--- src/rtl/imc_pkg.sv ---
// constants and types shared by the multi-master collision block
package imc_pkg;
  // ****************************************
  // bus and register map
  // ****************************************
  localparam int ADDR_W = 8;
  localparam logic [ADDR_W-1:0] OFF_CTRL = 8'h00;
  localparam logic [ADDR_W-1:0] OFF_STAT = 8'h04;
  localparam logic [ADDR_W-1:0] OFF_DATA = 8'h08;
  localparam logic [ADDR_W-1:0] OFF_ISTAT = 8'h0C;
  localparam logic [ADDR_W-1:0] OFF_ICLR = 8'h10;
  localparam logic [ADDR_W-1:0] OFF_IEN = 8'h14;
  localparam logic [ADDR_W-1:0] OFF_DIV = 8'h18;
  localparam logic [1:0] RESP_OKAY = 2'h0;
  localparam logic [1:0] RESP_SLVERR = 2'h2;
  // control register fields
  localparam int CB_EN = 0;
  localparam int CB_REQ = 1;
  localparam int CB_ACKD = 5;
  // condition request indices
  localparam int RQ_START = 0;
  localparam int RQ_RSTART = 1;
  localparam int RQ_STOP = 2;
  localparam int RQ_ACK = 3;
  // status register fields
  localparam int SB_S = 0;
  localparam int SB_P = 1;
  localparam int SB_BF = 2;
  localparam int SB_BUSY = 3;
  localparam int SB_ACKRX = 4;
  // interrupt bits
  localparam int IB_EVT = 0;
  localparam int IB_COLL = 1;
  localparam int IB_START = 2;
  localparam int IB_STOP = 3;
  // ****************************************
  // timing
  // ****************************************
  localparam int DIV_W = 16;
  localparam logic [DIV_W-1:0] DIV_RST = 16'h0138;
  localparam logic [1:0] Q0 = 2'h0;
  localparam logic [1:0] Q1 = 2'h1;
  localparam logic [1:0] Q2 = 2'h2;
  localparam logic [1:0] Q3 = 2'h3;
  localparam logic [3:0] ACK_BIT = 4'h8;
  // ****************************************
  // engine states
  // ****************************************
  typedef enum logic [5:0] {
    ST_IDLE = 6'h01,
    ST_START = 6'h02,
    ST_RSTART = 6'h04,
    ST_STOP = 6'h08,
    ST_ACK = 6'h10,
    ST_TX = 6'h20
  } imc_state_type;
endpackage

--- src/rtl/imc_bus_mon.sv ---
// line synchroniser and start/stop condition detector
`timescale 1ns/1ns
module imc_bus_mon import imc_pkg::*; (
  // system
  input wire logic clk,
  input wire logic sys_rst,
  // raw lines
  input wire logic scl_i,
  input wire logic sda_i,
  // synchronised lines and events
  output logic scl_s,
  output logic sda_s,
  output logic start_det,
  output logic stop_det
);
  logic scl_m_r;
  logic sda_m_r;
  logic scl_s_r;
  logic sda_s_r;
  logic scl_p_r;
  logic sda_p_r;
  logic start_r;
  logic stop_r;

  // two flops per line, then one more for edges
  always_ff @(posedge clk or posedge sys_rst) begin
    if (sys_rst) begin
      scl_m_r <= 1'b1;
      sda_m_r <= 1'b1;
      scl_s_r <= 1'b1;
      sda_s_r <= 1'b1;
      scl_p_r <= 1'b1;
      sda_p_r <= 1'b1;
    end else begin
      scl_m_r <= scl_i;
      sda_m_r <= sda_i;
      scl_s_r <= scl_m_r;
      sda_s_r <= sda_m_r;
      scl_p_r <= scl_s_r;
      sda_p_r <= sda_s_r;
    end
  end

  // sda edge while scl stays high marks a condition
  always_ff @(posedge clk or posedge sys_rst) begin
    if (sys_rst) begin
      start_r <= 1'b0;
      stop_r <= 1'b0;
    end else begin
      start_r <= scl_s_r && scl_p_r && sda_p_r && !sda_s_r;
      stop_r <= scl_s_r && scl_p_r && !sda_p_r && sda_s_r;
    end
  end

  assign scl_s = scl_s_r;
  assign sda_s = sda_s_r;
  assign start_det = start_r;
  assign stop_det = stop_r;
endmodule

--- src/rtl/imc_i2c_mm.sv ---
// two-wire multi-master engine with collision recovery
//
// Overview of operation
// - released one loses to another master's zero
// - sample sda with scl high, flag mismatch
// - collision sets flag, engine returns idle
// - collision halts byte, clears full, releases
// - collision aborts condition, clears all requests
// - stop seen after collision sets event flag
// - new data write restarts at first bit
// - start and stop detection raise interrupts
// - start and stop bits cleared when disabled
// - arbitration checked in address, data, conditions
`timescale 1ns/1ns
module imc_i2c_mm import imc_pkg::*; (
  // system
  input wire logic clk,
  input wire logic sys_rst,
  // axi4-lite write
  input wire logic s_axi_awvalid,
  output logic s_axi_awready,
  input wire logic [ADDR_W-1:0] s_axi_awaddr,
  input wire logic s_axi_wvalid,
  output logic s_axi_wready,
  input wire logic [31:0] s_axi_wdata,
  input wire logic [3:0] s_axi_wstrb,
  output logic s_axi_bvalid,
  input wire logic s_axi_bready,
  output logic [1:0] s_axi_bresp,
  // axi4-lite read
  input wire logic s_axi_arvalid,
  output logic s_axi_arready,
  input wire logic [ADDR_W-1:0] s_axi_araddr,
  output logic s_axi_rvalid,
  input wire logic s_axi_rready,
  output logic [31:0] s_axi_rdata,
  output logic [1:0] s_axi_rresp,
  // two-wire pins
  input wire logic scl_i,
  output logic scl_o,
  output logic scl_oe,
  input wire logic sda_i,
  output logic sda_o,
  output logic sda_oe,
  // interrupt
  output logic irq
);
  // ****************************************
  // declarations
  // ****************************************
  logic aw_h_r;
  logic [ADDR_W-1:0] aw_a_r;
  logic w_h_r;
  logic [31:0] w_d_r;
  logic [3:0] w_s_r;
  logic bvalid_r;
  logic [1:0] bresp_r;
  logic rvalid_r;
  logic [31:0] rdata_r;
  logic [1:0] rresp_r;
  logic [31:0] wmask;
  logic [31:0] wd;
  logic wr_go;
  logic wr_ok;
  logic wr_ctrl;
  logic wr_data;
  logic wr_clr;
  logic [31:0] rd_val;
  logic rd_ok;
  logic en_r;
  logic ackd_r;
  logic [3:0] req_r;
  logic [3:0] req_clr;
  logic [7:0] tx_r;
  logic bf_r;
  logic s_r;
  logic p_r;
  logic ack_rx_r;
  logic [3:0] istat_r;
  logic [3:0] ien_r;
  logic [DIV_W-1:0] div_r;
  imc_state_type state_r;
  logic [1:0] q_r;
  logic [3:0] bit_r;
  logic [7:0] shreg_r;
  logic sda_low_r;
  logic scl_low_r;
  logic scl_s;
  logic sda_s;
  logic start_det;
  logic stop_det;
  logic tick;
  logic [1:0] samp_q;
  logic coll;
  logic done;

  // ****************************************
  // helpers
  // ****************************************
  imc_bus_mon u_mon (
    .clk(clk),
    .sys_rst(sys_rst),
    .scl_i(scl_i),
    .sda_i(sda_i),
    .scl_s(scl_s),
    .sda_s(sda_s),
    .start_det(start_det),
    .stop_det(stop_det)
  );

  // divider runs only while a sequence is active
  imc_tick_div u_div (
    .clk(clk),
    .sys_rst(sys_rst),
    .run(state_r != ST_IDLE),
    .div_val(div_r),
    .tick(tick)
  );

  // ****************************************
  // axi4-lite slave
  // ****************************************
  assign s_axi_awready = !aw_h_r && !bvalid_r;
  assign s_axi_wready = !w_h_r && !bvalid_r;
  assign s_axi_bvalid = bvalid_r;
  assign s_axi_bresp = bresp_r;
  assign s_axi_arready = !rvalid_r;
  assign s_axi_rvalid = rvalid_r;
  assign s_axi_rdata = rdata_r;
  assign s_axi_rresp = rresp_r;
  assign wr_go = aw_h_r && w_h_r && !bvalid_r;

  // byte lanes expanded from the strobes
  for (genvar i = 0; i < 4; i++) begin : g_lane
    assign wmask[8*i +: 8] = {8{w_s_r[i]}};
  end
  assign wd = w_d_r & wmask;
  assign wr_ok = aw_a_r == OFF_CTRL || aw_a_r == OFF_STAT ||
    aw_a_r == OFF_DATA || aw_a_r == OFF_ISTAT ||
    aw_a_r == OFF_ICLR || aw_a_r == OFF_IEN || aw_a_r == OFF_DIV;
  assign wr_ctrl = wr_go && aw_a_r == OFF_CTRL;
  assign wr_data = wr_go && aw_a_r == OFF_DATA && w_s_r[0];
  assign wr_clr = wr_go && aw_a_r == OFF_ICLR;

  // address and data are taken in either order
  always_ff @(posedge clk or posedge sys_rst) begin
    if (sys_rst) begin
      aw_h_r <= 1'b0;
      aw_a_r <= '0;
    end else if (s_axi_awvalid && s_axi_awready) begin
      aw_h_r <= 1'b1;
      aw_a_r <= s_axi_awaddr;
    end else if (wr_go) begin
      aw_h_r <= 1'b0;
    end
  end

  always_ff @(posedge clk or posedge sys_rst) begin
    if (sys_rst) begin
      w_h_r <= 1'b0;
      w_d_r <= '0;
      w_s_r <= '0;
    end else if (s_axi_wvalid && s_axi_wready) begin
      w_h_r <= 1'b1;
      w_d_r <= s_axi_wdata;
      w_s_r <= s_axi_wstrb;
    end else if (wr_go) begin
      w_h_r <= 1'b0;
    end
  end

  // response one cycle after both halves are held
  always_ff @(posedge clk or posedge sys_rst) begin
    if (sys_rst) begin
      bvalid_r <= 1'b0;
      bresp_r <= RESP_OKAY;
    end else if (wr_go) begin
      bvalid_r <= 1'b1;
      bresp_r <= wr_ok ? RESP_OKAY : RESP_SLVERR;
    end else if (s_axi_bready) begin
      bvalid_r <= 1'b0;
    end
  end

  // read mux; write-only clear reads as zero
  always_comb begin
    rd_val = '0;
    rd_ok = 1'b1;
    case (s_axi_araddr)
      OFF_CTRL: begin
        rd_val[CB_EN] = en_r;
        rd_val[CB_REQ +: 4] = req_r;
        rd_val[CB_ACKD] = ackd_r;
      end
      OFF_STAT: begin
        rd_val[SB_S] = s_r;
        rd_val[SB_P] = p_r;
        rd_val[SB_BF] = bf_r;
        rd_val[SB_BUSY] = state_r != ST_IDLE;
        rd_val[SB_ACKRX] = ack_rx_r;
      end
      OFF_DATA: rd_val[7:0] = tx_r;
      OFF_ISTAT: rd_val[3:0] = istat_r;
      OFF_ICLR: rd_val = '0;
      OFF_IEN: rd_val[3:0] = ien_r;
      OFF_DIV: rd_val[DIV_W-1:0] = div_r;
      default: rd_ok = 1'b0;
    endcase
  end

  always_ff @(posedge clk or posedge sys_rst) begin
    if (sys_rst) begin
      rvalid_r <= 1'b0;
      rdata_r <= '0;
      rresp_r <= RESP_OKAY;
    end else if (s_axi_arvalid && !rvalid_r) begin
      rvalid_r <= 1'b1;
      rdata_r <= rd_val;
      rresp_r <= rd_ok ? RESP_OKAY : RESP_SLVERR;
    end else if (s_axi_rready) begin
      rvalid_r <= 1'b0;
    end
  end

  // ****************************************
  // software registers
  // ****************************************
  always_ff @(posedge clk or posedge sys_rst) begin
    if (sys_rst) begin
      en_r <= 1'b0;
      ackd_r <= 1'b0;
      ien_r <= '0;
      div_r <= DIV_RST;
    end else if (wr_go) begin
      if (aw_a_r == OFF_CTRL && w_s_r[0]) begin
        en_r <= wd[CB_EN];
        ackd_r <= wd[CB_ACKD];
      end
      if (aw_a_r == OFF_IEN && w_s_r[0])
        ien_r <= wd[3:0];
      if (aw_a_r == OFF_DIV)
        div_r <= (div_r & ~wmask[DIV_W-1:0]) | wd[DIV_W-1:0];
    end
  end

  always_comb begin
    req_clr = '0;
    if (!en_r || coll)
      req_clr = '1;
    else if (done) begin
      req_clr[RQ_START] = state_r == ST_START;
      req_clr[RQ_RSTART] = state_r == ST_RSTART;
      req_clr[RQ_STOP] = state_r == ST_STOP;
      req_clr[RQ_ACK] = state_r == ST_ACK;
    end
  end

  // a software set in the clearing cycle wins
  always_ff @(posedge clk or posedge sys_rst) begin
    if (sys_rst)
      req_r <= '0;
    else if (wr_ctrl)
      req_r <= (req_r & ~req_clr) | wd[CB_REQ +: 4];
    else
      req_r <= req_r & ~req_clr;
  end

  // full flag cleared on collision, write accepted
  always_ff @(posedge clk or posedge sys_rst) begin
    if (sys_rst) begin
      bf_r <= 1'b0;
      tx_r <= '0;
    end else if (wr_data && !bf_r) begin
      bf_r <= 1'b1;
      tx_r <= wd[7:0];
    end else if (coll || !en_r || (done && state_r == ST_TX)) begin
      bf_r <= 1'b0;
    end
  end

  // condition bits cleared by reset or disable
  always_ff @(posedge clk or posedge sys_rst) begin
    if (sys_rst) begin
      s_r <= 1'b0;
      p_r <= 1'b0;
    end else if (!en_r) begin
      s_r <= 1'b0;
      p_r <= 1'b0;
    end else if (start_det) begin
      s_r <= 1'b1;
      p_r <= 1'b0;
    end else if (stop_det) begin
      s_r <= 1'b0;
      p_r <= 1'b1;
    end
  end

  // sticky until cleared; start and stop events
  always_ff @(posedge clk or posedge sys_rst) begin
    if (sys_rst)
      istat_r <= '0;
    else begin
      istat_r <= (istat_r & ~(wr_clr ? wd[3:0] : 4'h0)) |
        {stop_det && en_r, start_det && en_r, coll,
         done || (stop_det && en_r)};
    end
  end

  assign irq = |(istat_r & ien_r);

  // ****************************************
  // bit engine
  // ****************************************
  // sample point per sequence, with scl released
  always_comb begin
    case (state_r)
      ST_START: samp_q = Q1;
      ST_STOP: samp_q = Q3;
      default: samp_q = Q2;
    endcase
  end

  // expected one read back as zero
  assign coll = tick && state_r != ST_IDLE && q_r == samp_q &&
    !(state_r == ST_TX && bit_r == ACK_BIT) &&
    !sda_low_r && scl_s && !sda_s;
  assign done = tick && q_r == Q3 && !coll &&
    state_r != ST_IDLE && (state_r != ST_TX || bit_r == ACK_BIT);

  // collision forces idle; lines let go
  always_ff @(posedge clk or posedge sys_rst) begin
    if (sys_rst) begin
      state_r <= ST_IDLE;
      q_r <= Q0;
      bit_r <= '0;
      shreg_r <= '0;
      sda_low_r <= 1'b0;
      scl_low_r <= 1'b0;
      ack_rx_r <= 1'b0;
    end else if (!en_r || coll) begin
      state_r <= ST_IDLE;
      q_r <= Q0;
      bit_r <= '0;
      sda_low_r <= 1'b0;
      scl_low_r <= 1'b0;
    end else if (state_r == ST_IDLE) begin
      q_r <= Q0;
      bit_r <= '0;
      if (req_r[RQ_START])
        state_r <= ST_START;
      else if (req_r[RQ_RSTART])
        state_r <= ST_RSTART;
      else if (req_r[RQ_STOP])
        state_r <= ST_STOP;
      else if (req_r[RQ_ACK])
        state_r <= ST_ACK;
      else if (bf_r) begin
        // each byte starts at its first bit
        state_r <= ST_TX;
        shreg_r <= tx_r;
      end
    end else if (tick) begin
      q_r <= q_r + 2'h1;
      case (state_r)
        ST_START: begin
          if (q_r == Q0) begin
            sda_low_r <= 1'b0;
            scl_low_r <= 1'b0;
          end
          if (q_r == Q1)
            sda_low_r <= 1'b1;
          if (q_r == Q3)
            scl_low_r <= 1'b1;
        end
        ST_RSTART: begin
          if (q_r == Q0)
            sda_low_r <= 1'b0;
          if (q_r == Q1)
            scl_low_r <= 1'b0;
          if (q_r == Q2)
            sda_low_r <= 1'b1;
          if (q_r == Q3)
            scl_low_r <= 1'b1;
        end
        ST_STOP: begin
          if (q_r == Q0)
            sda_low_r <= 1'b1;
          if (q_r == Q1)
            scl_low_r <= 1'b0;
          if (q_r == Q2)
            sda_low_r <= 1'b0;
        end
        ST_ACK: begin
          if (q_r == Q0)
            sda_low_r <= !ackd_r;
          if (q_r == Q1)
            scl_low_r <= 1'b0;
          if (q_r == Q3)
            scl_low_r <= 1'b1;
        end
        default: begin
          if (q_r == Q0)
            sda_low_r <= bit_r != ACK_BIT && !shreg_r[7];
          if (q_r == Q1)
            scl_low_r <= 1'b0;
          if (q_r == Q2 && bit_r == ACK_BIT)
            ack_rx_r <= sda_s;
          if (q_r == Q3) begin
            scl_low_r <= 1'b1;
            shreg_r <= {shreg_r[6:0], 1'b0};
            bit_r <= bit_r + 4'h1;
          end
        end
      endcase
      if (done)
        state_r <= ST_IDLE;
    end
  end

  assign scl_o = 1'b0;
  assign sda_o = 1'b0;
  assign scl_oe = scl_low_r;
  assign sda_oe = sda_low_r;
endmodule

--- src/rtl/imc_tick_div.sv ---
// quarter-bit enable pulse divider
`timescale 1ns/1ns
module imc_tick_div import imc_pkg::*; (
  // system
  input wire logic clk,
  input wire logic sys_rst,
  // control
  input wire logic run,
  input wire logic [DIV_W-1:0] div_val,
  // enable pulse
  output logic tick
);
  logic [DIV_W-1:0] cnt_r;
  logic tick_r;

  // reload on zero; held in reload while stopped
  always_ff @(posedge clk or posedge sys_rst) begin
    if (sys_rst) begin
      cnt_r <= DIV_RST;
      tick_r <= 1'b0;
    end else if (!run || cnt_r == '0) begin
      cnt_r <= div_val;
      tick_r <= run;
    end else begin
      cnt_r <= cnt_r - 1'b1;
      tick_r <= 1'b0;
    end
  end

  assign tick = tick_r;
endmodule

--- config.mk ---
export PLATFORM = sky130hd
export DESIGN_NAME = imc_i2c_mm
export DESIGN_NICKNAME = d
export VERILOG_FILES = /design/src/rtl/imc_pkg.sv /design/src/rtl/imc_bus_mon.sv /design/src/rtl/imc_i2c_mm.sv /design/src/rtl/imc_tick_div.sv
export SDC_FILE = /design/constraint.sdc
export NUM_CORES = 1
export LEC_CHECK = 0
export ABC_AREA = 1
export BUFFER_PORTS_ARGS = -buffer_cell sky130_fd_sc_hd__buf_2
export CORE_MARGIN = 2
export CORE_UTILIZATION = 50
export CTS_CLUSTER_SIZE = 12
export DETAILED_ROUTE_END_ITERATION = 10
export HOLD_SLACK_MARGIN = 0.12
export MAX_ROUTING_LAYER = met4
export PLACE_DENSITY = 0.69
export SYNTH_ARGS = -nofsm -noshare
export SYNTH_HDL_FRONTEND = slang
export SYNTH_SLANG_ARGS = --single-unit
--- constraint.sdc ---
create_clock -name clk -period 8.9 [get_ports clk]
set_input_delay 1.78 -clock clk [delete_from_list [all_inputs] [get_ports clk]]
set_output_delay 1.78 -clock clk [all_outputs]
set_load 0.01 [all_outputs]
==> results of run 1 <==
[power by group through the flow]
stage                     registers [mW]  clock network [mW]  logic (mW)
final                              0.911               0.726       0.444
after global routing               0.930               0.768       0.507
after CTS                          0.909               0.732       0.447
after detailed placement           0.916                   0       0.442
after global placement             0.911                   0       0.424
after floorplan                    0.888                   0       0.332
[through the flow]
stage / hold WS, ps / utilization [%]
global route: 364 / 59.9
floorplan: 345 / -
CTS: 354 / 59.9
detailed placement: 347 / 55.1
global placement: 346 / 55.1
finish: 355 / 59.9
[placed cells by master, fill, tap and decap left out, drive strengths merged]
cell type  Yosys  layout
nand4          7       7
dfstp         15      15
a21oi         32      32
clkinv         2       8
xnor2          4       4
a32o           1       1
o2111ai        3       3
o22ai          8       8
a22oi          1       1
nor3b          2       2
buf           25      70
nand3         33      33
bufinv         0       3
o21ai         62      62
inv           92      94
conb           1      20
clkinvlp       0       3
nand3b         1       1
o31ai          8       8
o2bb2ai        1       1
mux2           9       9
o211ai         2       2
a41oi          1       1
nor2          89      89
nand2        204     204
a31oi          4       4
ha             8       8
dfrtp        122     122
clkbuf        10      18
nor3          11      11
xor2           9       9
nor4           7       7
[layer usage]
| layer | routed length [µm] | vias to the layer above |
|---|---|---|
| li1 | - | 2614 |
| met1 | 6830 | 2505 |
| met2 | 6870 | 185 |
| met3 | 863 | 34 |
| met4 | 354 | 0 |
| met5 | 0 | - |
[layout make-up]
cell class | count | area, µm²
clock buffers | 18 | 439
clock inverters | 14 | 171
fillers | 1101 | 5100
inverters | 94 | 358
multi-input cells | 527 | 2630
flip-flops and latches | 137 | 3450
well taps | 172 | 215
repair buffers | 70 | 355
[path summary, 6_finish.rpt]
kind / start / to / slack, ps
setup / recovery: ien_r[1]$_DFFE_PP0P_ / irq / 5820
hold / removal: u_mon.scl_m_r$_DFF_PP1_ / u_mon.scl_s$_DFF_PP1_ / 350
setup reg to reg: state_r[0]$_DFFE_PP1P_ / shreg_r[5]$_DFFE_PP0P_ / 6600
hold reg to reg: u_mon.scl_m_r$_DFF_PP1_ / u_mon.scl_s$_DFF_PP1_ / 350
max in group asynchronous: sys_rst / bit_r[1]$_DFFE_PP0P_ / 6050
min in group asynchronous: sys_rst / w_d_r[12]$_DFFE_PP0P_ / 1390
[worst reg2reg max path: cells and delay by family, from the launching register on]
family / cells / cell delay (ps)
simple gates: 10 / 1590
flops: 1 / 560
buf+inv: 1 / 40
[cells by family after synthesis]
| kind of cell | after synthesis | synth area share [%] |
|---|---|---|
| AOI/OAI and AO/OA | 123 | 10.6 |
| xor gates and xnor gates | 13 | 1.73 |
| adders and majority gates | 8 | 1.52 |
| buffers and inverters | 129 | 8.62 |
| DFF | 137 | 52.4 |
| muxes | 9 | 1.54 |
| other | 1 | 0.0570 |
| and+or+nand+nor | 354 | 23.5 |
==> metrics.txt, run 1 <==
# TYPE chip_impl_metric gauge
chip_impl_metric{name="slew_headroom",unit="%"} 28.8
chip_impl_metric{name="die_area",unit="mm²"} 0.0141
chip_impl_metric{name="clock_latency",unit="ps"} 420
chip_impl_metric{name="grt_max_degree",unit=""} 87
chip_impl_metric{name="core_region_area",unit="mm²"} 0.0127
chip_impl_info{name="start_kind",value="flip-flop"} 1
chip_impl_metric{name="syn_area_per_cell",unit="µm²"} 8.50
chip_impl_metric{name="cts.reportedPaths.clkPinSlew",unit="ps"} 60
chip_impl_info{name="busiest_layer",value="met2"} 1
chip_impl_metric{name="worst_case_setup_margin_in_the_final_layout",unit="ps"} 5820
chip_impl_metric{name="numPortBuffers",unit=""} 68
chip_impl_metric{name="drt.antenna.violating_nets",unit=""} 0
chip_impl_metric{name="layout-drive-gt1-share",unit="%"} 17.4
chip_impl_metric{name="first_global_vias",unit=""} 5132
chip_impl_metric{name="routed_wire_length_per_instance",unit="µm"} 14.5
chip_impl_metric{name="routed-via-count",unit=""} 5338
chip_impl_metric{name="initial_utilization",unit="%"} 51.7
chip_impl_info{name="critical_path.slowest_cell",value="sky130_fd_sc_hd__dfrtp_1"} 1
chip_impl_metric{name="synth_cells",unit=""} 774
chip_impl_metric{name="instances_no_fill",unit=""} 1032
chip_impl_metric{name="synth_enable_flop_cells",unit=""} 0
chip_impl_metric{name="final.setup_skew",unit="ps"} 6.04
chip_impl_metric{name="crit_path_max_fanout",unit=""} 2
chip_impl_info{name="clk_root_buffer_cell",value="sky130_fd_sc_hd__clkbuf_16"} 1
chip_impl_info{name="netlist.top_cell.by_area",value="sky130_fd_sc_hd__dfrtp_1"} 1
chip_impl_metric{name="dp_hpwl",unit="mm"} 10.6
chip_impl_metric{name="setup_viol",unit=""} 0
chip_impl_metric{name="achievable-frequency",unit="MHz"} 324
chip_impl_metric{name="synth_seq_cells",unit=""} 137
chip_impl_metric{name="place.gp.congestion",unit=""} 0.911
chip_impl_metric{name="postSynth.asyncResetShare",unit="%"} 100
chip_impl_metric{name="int_power",unit="mW"} 1.41
chip_impl_metric{name="sw_frac_of_total",unit="%"} 32.4
chip_impl_info{name="critical_path.cell_chain",value="inv_1, o2111ai_1, buf_2"} 1
chip_impl_metric{name="grt_use_met3",unit="%"} 4.97
chip_impl_metric{name="final_net_count",unit=""} 916
chip_impl_metric{name="cts_max_path_bufs",unit=""} 2
chip_impl_metric{name="power.switching",unit="mW"} 0.674
chip_impl_metric{name="placed_area",unit="mm²"} 0.00701
chip_impl_metric{name="power.share.combinational",unit="%"} 21.3
chip_impl_metric{name="synth.yosys.warnings",unit=""} 0
chip_impl_metric{name="synth.distinct_cells",unit=""} 42
chip_impl_metric{name="clkSinkCount",unit=""} 137
chip_impl_metric{name="p_leak",unit="nW"} 3.79
chip_impl_info{name="cp_top_delay_family",value="flip-flops"} 1
chip_impl_metric{name="rows",unit=""} 41
chip_impl_metric{name="power.sequential.fraction",unit="%"} 43.8
chip_impl_metric{name="maxCapViolations",unit=""} 0
chip_impl_metric{name="final.setup.tns",unit="ps"} 0
chip_impl_info{name="worst_setup_path_end_kind",value="output pin"} 1
chip_impl_metric{name="drt_first_iter_violations",unit=""} 430
chip_impl_metric{name="htree_num_levels",unit=""} 4
chip_impl_metric{name="drcViolationCount",unit=""} 0
chip_impl_metric{name="antennaDiodeCount",unit=""} 0
chip_impl_metric{name="slowest_delay",unit="ps"} 350
chip_impl_info{name="synth.area.top_cells",value="sky130_fd_sc_hd__dfrtp_1 (46%), sky130_fd_sc_hd__nand2_1 (12%), sky130_fd_sc_hd__dfstp_2 (6.0%)"} 1
chip_impl_metric{name="detail_route.first_pass.iterations",unit=""} 5
chip_impl_metric{name="post-layout-total-power",unit="mW"} 2.08
chip_impl_metric{name="ir_drop",unit="mV"} 0.205
chip_impl_metric{name="netlist.area_leader.share",unit="%"} 46.4
chip_impl_info{name="synthTopCellsByCount",value="sky130_fd_sc_hd__nand2_1 (202), sky130_fd_sc_hd__dfrtp_1 (122), sky130_fd_sc_hd__inv_1 (88)"} 1
chip_impl_metric{name="layout.cell_area.non_filler",unit="mm²"} 0.00762
chip_impl_metric{name="grt_use_met2",unit="%"} 33.9
chip_impl_metric{name="drt-total-wl",unit="mm"} 14.9
chip_impl_metric{name="post-place-cells",unit=""} 1000
chip_impl_metric{name="post_cts_setup_buffer_count",unit=""} 0
chip_impl_metric{name="layout_area_growth_over_synthesis",unit="%"} 15.9
chip_impl_metric{name="global_route_track_usage_on_met1",unit="%"} 31.3
chip_impl_metric{name="number_of_buffers_added_by_the_clock_tree_synthesis_step",unit=""} 17
chip_impl_metric{name="antenna_found_initial",unit=""} 0
chip_impl_metric{name="worstMarginPinSlew",unit="ps"} 1070
chip_impl_metric{name="floorplan.die.height",unit="µm"} 119
chip_impl_metric{name="globalRouteTotalUtil",unit="%"} 23.1
chip_impl_metric{name="grt-ovfl-total",unit=""} 0
chip_impl_info{name="synthMostInstantiatedCell",value="sky130_fd_sc_hd__nand2_1"} 1
chip_impl_info{name="yosys_most_used_dff",value="sky130_fd_sc_hd__dfrtp_1"} 1
chip_impl_metric{name="critPathArrivalTime",unit="ps"} 1300
chip_impl_metric{name="hold_buffers",unit=""} 0
chip_impl_info{name="criticalPathCategory",value="flip-flop to output pin"} 1
chip_impl_metric{name="wire_length_of_the_first_global_routing_pass",unit="mm"} 25.2
chip_impl_metric{name="pwr_density_cell",unit="mW/mm²"} 273
chip_impl_metric{name="mappedNetlistArea",unit="mm²"} 0.00658
chip_impl_info{name="rsz0062_at_grt",value="false"} 1
chip_impl_metric{name="timing.hold.worst_path_depth",unit=""} 0
chip_impl_metric{name="p_clk_share",unit="%"} 34.9
chip_impl_metric{name="path_depth",unit=""} 3
chip_impl_info{name="tritoncts_clock_tree",value="yes"} 1
chip_impl_metric{name="seq_area_frac_synth",unit="%"} 52.4
chip_impl_metric{name="timing_max_transition_violations_final",unit=""} 0
chip_impl_metric{name="hold_violations",unit=""} 0
chip_impl_info{name="run_status",value="complete, no violations"} 1
chip_impl_metric{name="top_level_ports",unit=""} 107
chip_impl_metric{name="share_of_the_clock_period_used_by_the_worst_path_after_layout",unit="%"} 34.7
chip_impl_info{name="holdCritPathClass",value="flip-flop to flip-flop"} 1
chip_impl_metric{name="routed_via_density",unit=""} 5.17
chip_impl_metric{name="post_cts.resized_instances",unit=""} 0
chip_impl_metric{name="timing.critical_path.buf_inv",unit=""} 2
chip_impl_metric{name="width_of_the_die",unit="µm"} 119
chip_impl_metric{name="final_period_minus_worst_setup_slack",unit="ps"} 3080
chip_impl_metric{name="timing.critical_path.required",unit="ps"} 7120
chip_impl_metric{name="detailedPlace.worstSlack",unit="ps"} 5420
chip_impl_metric{name="reg2regPathDepth",unit=""} 11
Note: power is estimated with default switching activity, not from simulation.
==> run 2, diff against run 1 <==
--- a/config.mk
+++ b/config.mk
@@ -5,7 +5,7 @@
 export SDC_FILE = /design/constraint.sdc
 export NUM_CORES = 1
 export LEC_CHECK = 0
-export ABC_AREA = 1
+export ABC_AREA = 0
 export BUFFER_PORTS_ARGS = -buffer_cell sky130_fd_sc_hd__buf_2
 export CORE_MARGIN = 2
 export CORE_UTILIZATION = 50
==> constraint.sdc (replaced) <==
create_clock -name clk -period 2.95 [get_ports clk]
set_input_delay 0.59 -clock clk [delete_from_list [all_inputs] [get_ports clk]]
set_output_delay 0.59 -clock clk [all_outputs]
set_load 0.01 [all_outputs]
==> metrics.txt, run 2 <==
# TYPE chip_impl_metric gauge
chip_impl_info{name="run_status",value="complete, no violations"} 1
chip_impl_metric{name="maxCapViolations",unit=""} 0
chip_impl_info{name="clk_root_buffer_cell",value="sky130_fd_sc_hd__clkbuf_16"} 1
chip_impl_metric{name="drt-total-wl",unit="mm"} 14.8
chip_impl_metric{name="synth_cells",unit=""} 622
chip_impl_metric{name="cts.reportedPaths.clkPinSlew",unit="ps"} 60
chip_impl_metric{name="share_of_the_clock_period_used_by_the_worst_path_after_layout",unit="%"} 87.7
chip_impl_metric{name="layout-drive-gt1-share",unit="%"} 27.5
chip_impl_metric{name="p_leak",unit="nW"} 3.62
chip_impl_metric{name="achievable-frequency",unit="MHz"} 387
chip_impl_metric{name="netlist.area_leader.share",unit="%"} 46.0
chip_impl_metric{name="hold_violations",unit=""} 0
chip_impl_metric{name="timing_max_transition_violations_final",unit=""} 0
chip_impl_metric{name="syn_area_per_cell",unit="µm²"} 10.7
chip_impl_info{name="worst_setup_path_end_kind",value="flip-flop"} 1
chip_impl_info{name="holdCritPathClass",value="input port to flip-flop"} 1
chip_impl_metric{name="post_cts.resized_instances",unit=""} 0
chip_impl_metric{name="routed_wire_length_per_instance",unit="µm"} 16.7
chip_impl_metric{name="synth.distinct_cells",unit=""} 67
chip_impl_metric{name="layout_area_growth_over_synthesis",unit="%"} 17.1
chip_impl_info{name="hold_start",value="sda_i"} 1
chip_impl_metric{name="postSynth.asyncResetShare",unit="%"} 100
chip_impl_metric{name="first_global_vias",unit=""} 4836
chip_impl_metric{name="ir_drop",unit="mV"} 0.614
chip_impl_metric{name="pwr_density_cell",unit="mW/mm²"} 808
chip_impl_metric{name="mappedNetlistArea",unit="mm²"} 0.00664
chip_impl_info{name="netlist.top_cell.by_area",value="sky130_fd_sc_hd__dfrtp_1"} 1
chip_impl_metric{name="globalRouteTotalUtil",unit="%"} 22.6
chip_impl_metric{name="critPathArrivalTime",unit="ps"} 2890
chip_impl_metric{name="crit_path_max_fanout",unit=""} 10
chip_impl_info{name="layout.cells.most_common_list",value="sky130_fd_sc_hd__dfrtp_1 (122), sky130_fd_sc_hd__nand2_1 (97), sky130_fd_sc_hd__buf_2 (68)"} 1
chip_impl_metric{name="numPortBuffers",unit=""} 68
chip_impl_metric{name="width_of_the_die",unit="µm"} 119
chip_impl_info{name="regToRegStartpoint",value="state_r[5]$_DFFE_PP0P_"} 1
chip_impl_metric{name="clock_latency",unit="ps"} 420
chip_impl_metric{name="top_level_ports",unit=""} 107
chip_impl_metric{name="seq_area_frac_synth",unit="%"} 51.9
chip_impl_metric{name="antenna_found_initial",unit=""} 0
chip_impl_info{name="start_kind",value="flip-flop"} 1
chip_impl_metric{name="synth_seq_cells",unit=""} 137
chip_impl_metric{name="slew_headroom",unit="%"} 47.4
chip_impl_metric{name="routed-via-count",unit=""} 4917
chip_impl_metric{name="routed_via_density",unit=""} 5.56
chip_impl_metric{name="final.setup_skew",unit="ps"} 6.93
chip_impl_metric{name="detail_route.first_pass.iterations",unit=""} 5
chip_impl_metric{name="grt_max_degree",unit=""} 138
chip_impl_info{name="final_common_cell",value="sky130_fd_sc_hd__dfrtp_1"} 1
chip_impl_metric{name="hold_buffers",unit=""} 0
chip_impl_metric{name="cts_max_path_bufs",unit=""} 2
chip_impl_metric{name="wire_length_of_the_first_global_routing_pass",unit="mm"} 24.4
chip_impl_metric{name="floorplan.die.height",unit="µm"} 119
chip_impl_metric{name="final.setup.tns",unit="ps"} 0
chip_impl_metric{name="post-layout-total-power",unit="mW"} 6.28
chip_impl_info{name="yosys_most_used_dff",value="sky130_fd_sc_hd__dfrtp_1"} 1
chip_impl_metric{name="setup_viol",unit=""} 0
chip_impl_metric{name="grt-ovfl-total",unit=""} 0
chip_impl_metric{name="dp_hpwl",unit="mm"} 10.2
chip_impl_metric{name="fillCellCount",unit=""} 1068
chip_impl_metric{name="number_of_buffers_added_by_the_clock_tree_synthesis_step",unit=""} 17
chip_impl_info{name="synth.area.top_cells",value="sky130_fd_sc_hd__dfrtp_1 (46%), sky130_fd_sc_hd__mux2_2 (9.2%), sky130_fd_sc_hd__dfstp_2 (5.9%)"} 1
chip_impl_info{name="rsz0062_at_grt",value="false"} 1
chip_impl_metric{name="detailedPlace.worstSlack",unit="ps"} 321
chip_impl_metric{name="timing.critical_path.required",unit="ps"} 3250
chip_impl_metric{name="drt_first_iter_violations",unit=""} 415
chip_impl_info{name="tritoncts_clock_tree",value="yes"} 1
chip_impl_metric{name="clkSinkCount",unit=""} 137
chip_impl_metric{name="final_net_count",unit=""} 764
chip_impl_metric{name="core_region_area",unit="mm²"} 0.0131
chip_impl_metric{name="synth.yosys.warnings",unit=""} 0
chip_impl_metric{name="drt.antenna.violating_nets",unit=""} 0
chip_impl_info{name="criticalPathCategory",value="flip-flop to flip-flop"} 1
chip_impl_metric{name="drcViolationCount",unit=""} 0
chip_impl_metric{name="worstMarginPinSlew",unit="ps"} 787
chip_impl_info{name="setup.worst_path.start",value="state_r[5]$_DFFE_PP0P_"} 1
chip_impl_info{name="synthMostInstantiatedCell",value="sky130_fd_sc_hd__dfrtp_1"} 1
chip_impl_metric{name="post_cts_setup_buffer_count",unit=""} 0
chip_impl_metric{name="die_area",unit="mm²"} 0.0142
chip_impl_metric{name="initial_utilization",unit="%"} 50.8
chip_impl_metric{name="worst_case_setup_margin_in_the_final_layout",unit="ps"} 363
chip_impl_metric{name="antennaDiodeCount",unit=""} 0
chip_impl_metric{name="place.gp.congestion",unit=""} 0.896
chip_impl_metric{name="final_period_minus_worst_setup_slack",unit="ps"} 2590
chip_impl_metric{name="htree_num_levels",unit=""} 4
chip_impl_info{name="synthTopCellsByCount",value="sky130_fd_sc_hd__dfrtp_1 (122), sky130_fd_sc_hd__nand2_1 (97), sky130_fd_sc_hd__mux2_2 (54)"} 1
chip_impl_metric{name="synth_enable_flop_cells",unit=""} 0
chip_impl_metric{name="rows",unit=""} 42
[run 2: report_power, final]
group          switching [mW]  internal [mW]  leakage (nW)  total [mW]
Sequential              0.328           2.24          1.78        2.57
Clock                   0.835           1.44         0.300        2.28
Combinational           0.734          0.701          1.54        1.44
Total                    1.90           4.39          3.62        6.28
[run 2: critical path, stage by stage (launching register included)]
cell                       delay (ps)
sky130_fd_sc_hd__dfrtp_1          480
sky130_fd_sc_hd__or3_1            480
sky130_fd_sc_hd__o31a_1           340
sky130_fd_sc_hd__o2bb2a_4         240
sky130_fd_sc_hd__a21boi_2         140
sky130_fd_sc_hd__a32o_1           410
sky130_fd_sc_hd__mux2_1           360
[run 2: cell families after synthesis]
| logic type | count (synthesis) | share of synthesized area (%) |
|---|---|---|
| other | 1 | 0.0565 |
| buffers and inverters | 66 | 5.14 |
| adders and majority gates | 8 | 1.51 |
| DFF | 137 | 51.9 |
| and+or+nand+nor | 221 | 16.5 |
| muxes | 73 | 12.3 |
| xor gates and xnor gates | 20 | 2.64 |
| AOI/OAI and AO/OA | 96 | 10.0 |
[run 2: cell type report]
| type | count | area [µm²] | share of cell area [%] |
|---|---|---|---|
| clock buffer | 19 | 443 | 5.70 |
| clock inverter | 13 | 195 | 2.51 |
| inverter | 16 | 63.8 | 0.821 |
| multi-input combinational | 438 | 2930 | 37.6 |
| sequential | 137 | 3450 | 44.3 |
| tap | 176 | 220 | 2.83 |
| timing repair buffer | 85 | 480 | 6.18 |
[run 2: path summary, 6_finish.rpt]
check | endpoint | slack, ps | cells past startpoint
worst max-delay path | shreg_r[2]$_DFFE_PP0P_ | 360 | 6
worst min-delay path | u_mon.sda_m_r$_DFF_PP1_ | 270 | 1
worst max register to register | shreg_r[2]$_DFFE_PP0P_ | 360 | 6
worst min register to register | u_mon.scl_s$_DFF_PP1_ | 350 | 0
max in group asynchronous | ien_r[3]$_DFFE_PP0P_ | 2040 | 3
min in group asynchronous | shreg_r[6]$_DFFE_PP0P_ | 340 | 3
[run 2: metal layers]
metal	wire length, µm	GRT usage (%)	up-vias
li1	-	-	2304
met4	424	9.38	0
met3	762	5.03	37
met5	0	-	-
met2	6820	33.5	151
met1	6750	30.1	2425
[run 2: stage by stage]
step / utilization, % / hold slack, ps / cells / cell area, µm²
final: 59.4 / 265 / 884 / 7780
after global placement: 54.6 / 346 / 852 / 7140
after detailed placement: 54.6 / 348 / 852 / 7140
after global routing: 59.4 / 257 / 884 / 7780
after floorplan: - / 345 / 641 / 6720
after CTS: 59.4 / 253 / 884 / 7780
==> run 3, diff against run 2 <==
--- a/config.mk
+++ b/config.mk
@@ -9,11 +9,12 @@
 export BUFFER_PORTS_ARGS = -buffer_cell sky130_fd_sc_hd__buf_2
 export CORE_MARGIN = 2
 export CORE_UTILIZATION = 50
+export CTS_CLUSTER_DIAMETER = 150
 export CTS_CLUSTER_SIZE = 12
 export DETAILED_ROUTE_END_ITERATION = 10
 export HOLD_SLACK_MARGIN = 0.12
 export MAX_ROUTING_LAYER = met4
-export PLACE_DENSITY = 0.69
+export PLACE_DENSITY = 0.72
 export SYNTH_ARGS = -nofsm -noshare
 export SYNTH_HDL_FRONTEND = slang
 export SYNTH_SLANG_ARGS = --single-unit
==> constraint.sdc (replaced) <==
create_clock -name clk -period 2.2 [get_ports clk]
set_input_delay 0.44 -clock clk [delete_from_list [all_inputs] [get_ports clk]]
set_output_delay 0.44 -clock clk [all_outputs]
set_load 0.01 [all_outputs]
==> metrics.txt, run 3 (synthesis results as in run 2) <==
# TYPE chip_impl_metric gauge
chip_impl_metric{name="final.setup_skew",unit="ps"} 8.59
chip_impl_info{name="run_status",value="finished, violations left"} 1
chip_impl_metric{name="routed-wl-met2",unit="mm"} 7.79
chip_impl_info{name="worst_setup_path_end_kind",value="flip-flop"} 1
chip_impl_metric{name="amount_of_wire_on_met3_after_detailed_routing",unit="µm"} 848
chip_impl_metric{name="timing.critical_path.required",unit="ps"} 2500
chip_impl_info{name="clk_root_buffer_cell",value="sky130_fd_sc_hd__clkbuf_16"} 1
chip_impl_info{name="top_layer",value="met4"} 1
chip_impl_metric{name="setup_viol",unit=""} 16
chip_impl_metric{name="number_of_buffers_added_by_the_clock_tree_synthesis_step",unit=""} 17
chip_impl_metric{name="drt.antenna.violating_nets",unit=""} 0
chip_impl_metric{name="top_level_ports",unit=""} 107
chip_impl_metric{name="routed_wire_length_per_instance",unit="µm"} 17.3
chip_impl_metric{name="post-layout-total-power",unit="mW"} 8.48
chip_impl_metric{name="share_of_the_clock_period_used_by_the_worst_path_after_layout",unit="%"} 106
chip_impl_metric{name="instances_no_fill",unit=""} 937
chip_impl_metric{name="final_net_count",unit=""} 815
chip_impl_metric{name="clock_latency",unit="ps"} 420
chip_impl_metric{name="routed_via_density",unit=""} 5.60
chip_impl_metric{name="drcViolationCount",unit=""} 0
chip_impl_metric{name="width_of_the_die",unit="µm"} 119
chip_impl_metric{name="wire_length_of_the_first_global_routing_pass",unit="mm"} 26.2
chip_impl_metric{name="die_area",unit="mm²"} 0.0142
chip_impl_metric{name="cts.reportedPaths.clkPinSlew",unit="ps"} 60
chip_impl_metric{name="routed-via-count",unit=""} 5245
chip_impl_metric{name="maxCapViolations",unit=""} 0
chip_impl_info{name="rsz0062_at_grt",value="true"} 1
chip_impl_metric{name="initial_utilization",unit="%"} 50.8
chip_impl_metric{name="htree_num_levels",unit=""} 4
chip_impl_info{name="tritoncts_clock_tree",value="yes"} 1
chip_impl_metric{name="crit_path_max_fanout",unit=""} 7
chip_impl_metric{name="rows",unit=""} 42
chip_impl_metric{name="layout_area_growth_over_synthesis",unit="%"} 25.0
chip_impl_metric{name="clkSinkCount",unit=""} 137
chip_impl_metric{name="achievable-frequency",unit="MHz"} 428
chip_impl_info{name="criticalPathCategory",value="flip-flop to flip-flop"} 1
chip_impl_metric{name="worst_case_setup_margin_in_the_final_layout",unit="ps"} -138
chip_impl_metric{name="pwr_density_cell",unit="mW/mm²"} 1020
chip_impl_metric{name="timing_max_transition_violations_final",unit=""} 0
chip_impl_metric{name="critPathArrivalTime",unit="ps"} 2640
chip_impl_metric{name="cts_max_path_bufs",unit=""} 2
chip_impl_metric{name="grt-ovfl-total",unit=""} 0
chip_impl_metric{name="core_region_area",unit="mm²"} 0.0131
chip_impl_metric{name="floorplan.die.height",unit="µm"} 119
chip_impl_metric{name="wirelength_met1",unit="mm"} 7.20
chip_impl_info{name="layout.cells.most_common_list",value="sky130_fd_sc_hd__dfrtp_1 (119), sky130_fd_sc_hd__nand2_1 (93), sky130_fd_sc_hd__buf_2 (68)"} 1
chip_impl_metric{name="first_global_vias",unit=""} 5189
chip_impl_metric{name="hold_violations",unit=""} 0
chip_impl_metric{name="grt_max_degree",unit=""} 77
chip_impl_metric{name="layout-drive-gt1-share",unit="%"} 37.3
chip_impl_metric{name="ir_drop",unit="mV"} 0.712
chip_impl_metric{name="numPortBuffers",unit=""} 68
chip_impl_metric{name="drt_first_iter_violations",unit=""} 344
chip_impl_metric{name="place.gp.congestion",unit=""} 0.964
chip_impl_info{name="final_common_cell",value="sky130_fd_sc_hd__dfrtp_1"} 1
chip_impl_metric{name="worstMarginPinSlew",unit="ps"} 696
chip_impl_info{name="violations",value="setup timing"} 1
chip_impl_metric{name="dp_hpwl",unit="mm"} 11.2
chip_impl_info{name="holdCritPathClass",value="input port to flip-flop"} 1
chip_impl_metric{name="globalRouteTotalUtil",unit="%"} 24.4
chip_impl_metric{name="detail_route.first_pass.iterations",unit=""} 5
chip_impl_metric{name="drt-total-wl",unit="mm"} 16.2
chip_impl_metric{name="post-place-cells",unit=""} 893
chip_impl_metric{name="antenna_found_initial",unit=""} 2
chip_impl_metric{name="p_leak",unit="nW"} 3.85
chip_impl_info{name="start_kind",value="flip-flop"} 1
chip_impl_metric{name="final_period_minus_worst_setup_slack",unit="ps"} 2340
chip_impl_metric{name="slew_headroom",unit="%"} 53.5
run 3: area by class of cell:
type | count | area, µm²
Antenna cell | 2 | 5.00
Clock buffer | 18 | 429
Clock inverter | 14 | 125
Fill cell | 1052 | 4780
Inverter | 16 | 63.8
Multi-Input combinational cell | 438 | 3110
Sequential cell | 137 | 3450
Tap cell | 176 | 220
Timing Repair Buffer | 136 | 898
run 3: routing by layer:
layer  global-route usage, %  up-vias
met5                       -        -
met3                    5.36       30
met1                    31.9     2623
li1                        -     2409
met2                    37.2      183
met4                    9.67        0
run 3: path summary, 6_finish.rpt:
check	from	slack, ps	cells past startpoint	endpoint
worst max-delay path	state_r[1]$_DFFE_PP0P_	-140	7	shreg_r[6]$_DFFE_PP0P_
worst min-delay path	s_axi_bready	200	2	s_axi_bvalid$_DFFE_PP0P_
worst max register to register	state_r[1]$_DFFE_PP0P_	-140	7	shreg_r[6]$_DFFE_PP0P_
worst min register to register	u_mon.scl_m_r$_DFF_PP1_	350	0	u_mon.scl_s$_DFF_PP1_
max in group asynchronous	sys_rst	1110	4	u_mon.scl_m_r$_DFF_PP1_
min in group asynchronous	sys_rst	470	3	shreg_r[6]$_DFFE_PP0P_
run 3: timing repair:
| item | 4_1_cts | 5_1_grt |
|---|---|---|
| hold endpoints to repair | 3 | 0 |
| endpoints found under the setup margin | 22 | 45 |
| hold buffers | 3 | 0 |
| setup buffers | 2 | 5 |
| gates resized for setup | 19 | 38 |
| pin swaps | 5 | 20 |
run 3: stage by stage:
stage / TNS, ps / setup slack, ps / util, % / hold WS (ps) / area (µm²)
finish: -1280 / -138 / 63.5 / 200 / 8300
CTS: -763 / -106 / 62.1 / 190 / 8120
global placement: -1870 / -171 / 57.0 / 345 / 7460
global route: -1940 / -155 / 63.5 / 196 / 8300
detailed placement: -2150 / -184 / 57.0 / 344 / 7460
floorplan: -991 / -142 / - / 345 / 6730
run 3: worst max-delay path, cell delays in order (launching register included):
cell,delay [ps]
sky130_fd_sc_hd__dfrtp_2,450
sky130_fd_sc_hd__or4_4,530
sky130_fd_sc_hd__and4bb_2,350
sky130_fd_sc_hd__nor2_2,60
sky130_fd_sc_hd__a21boi_2,160
sky130_fd_sc_hd__a32o_2,200
sky130_fd_sc_hd__buf_6,150
sky130_fd_sc_hd__mux2_4,310
run 3: power by group:
group          internal, mW  switching, mW  leakage (nW)
Clock                  1.56           1.12         0.255
Sequential             3.00          0.445          1.78
Combinational          1.22           1.13          1.82
Total                  5.78           2.70          3.85
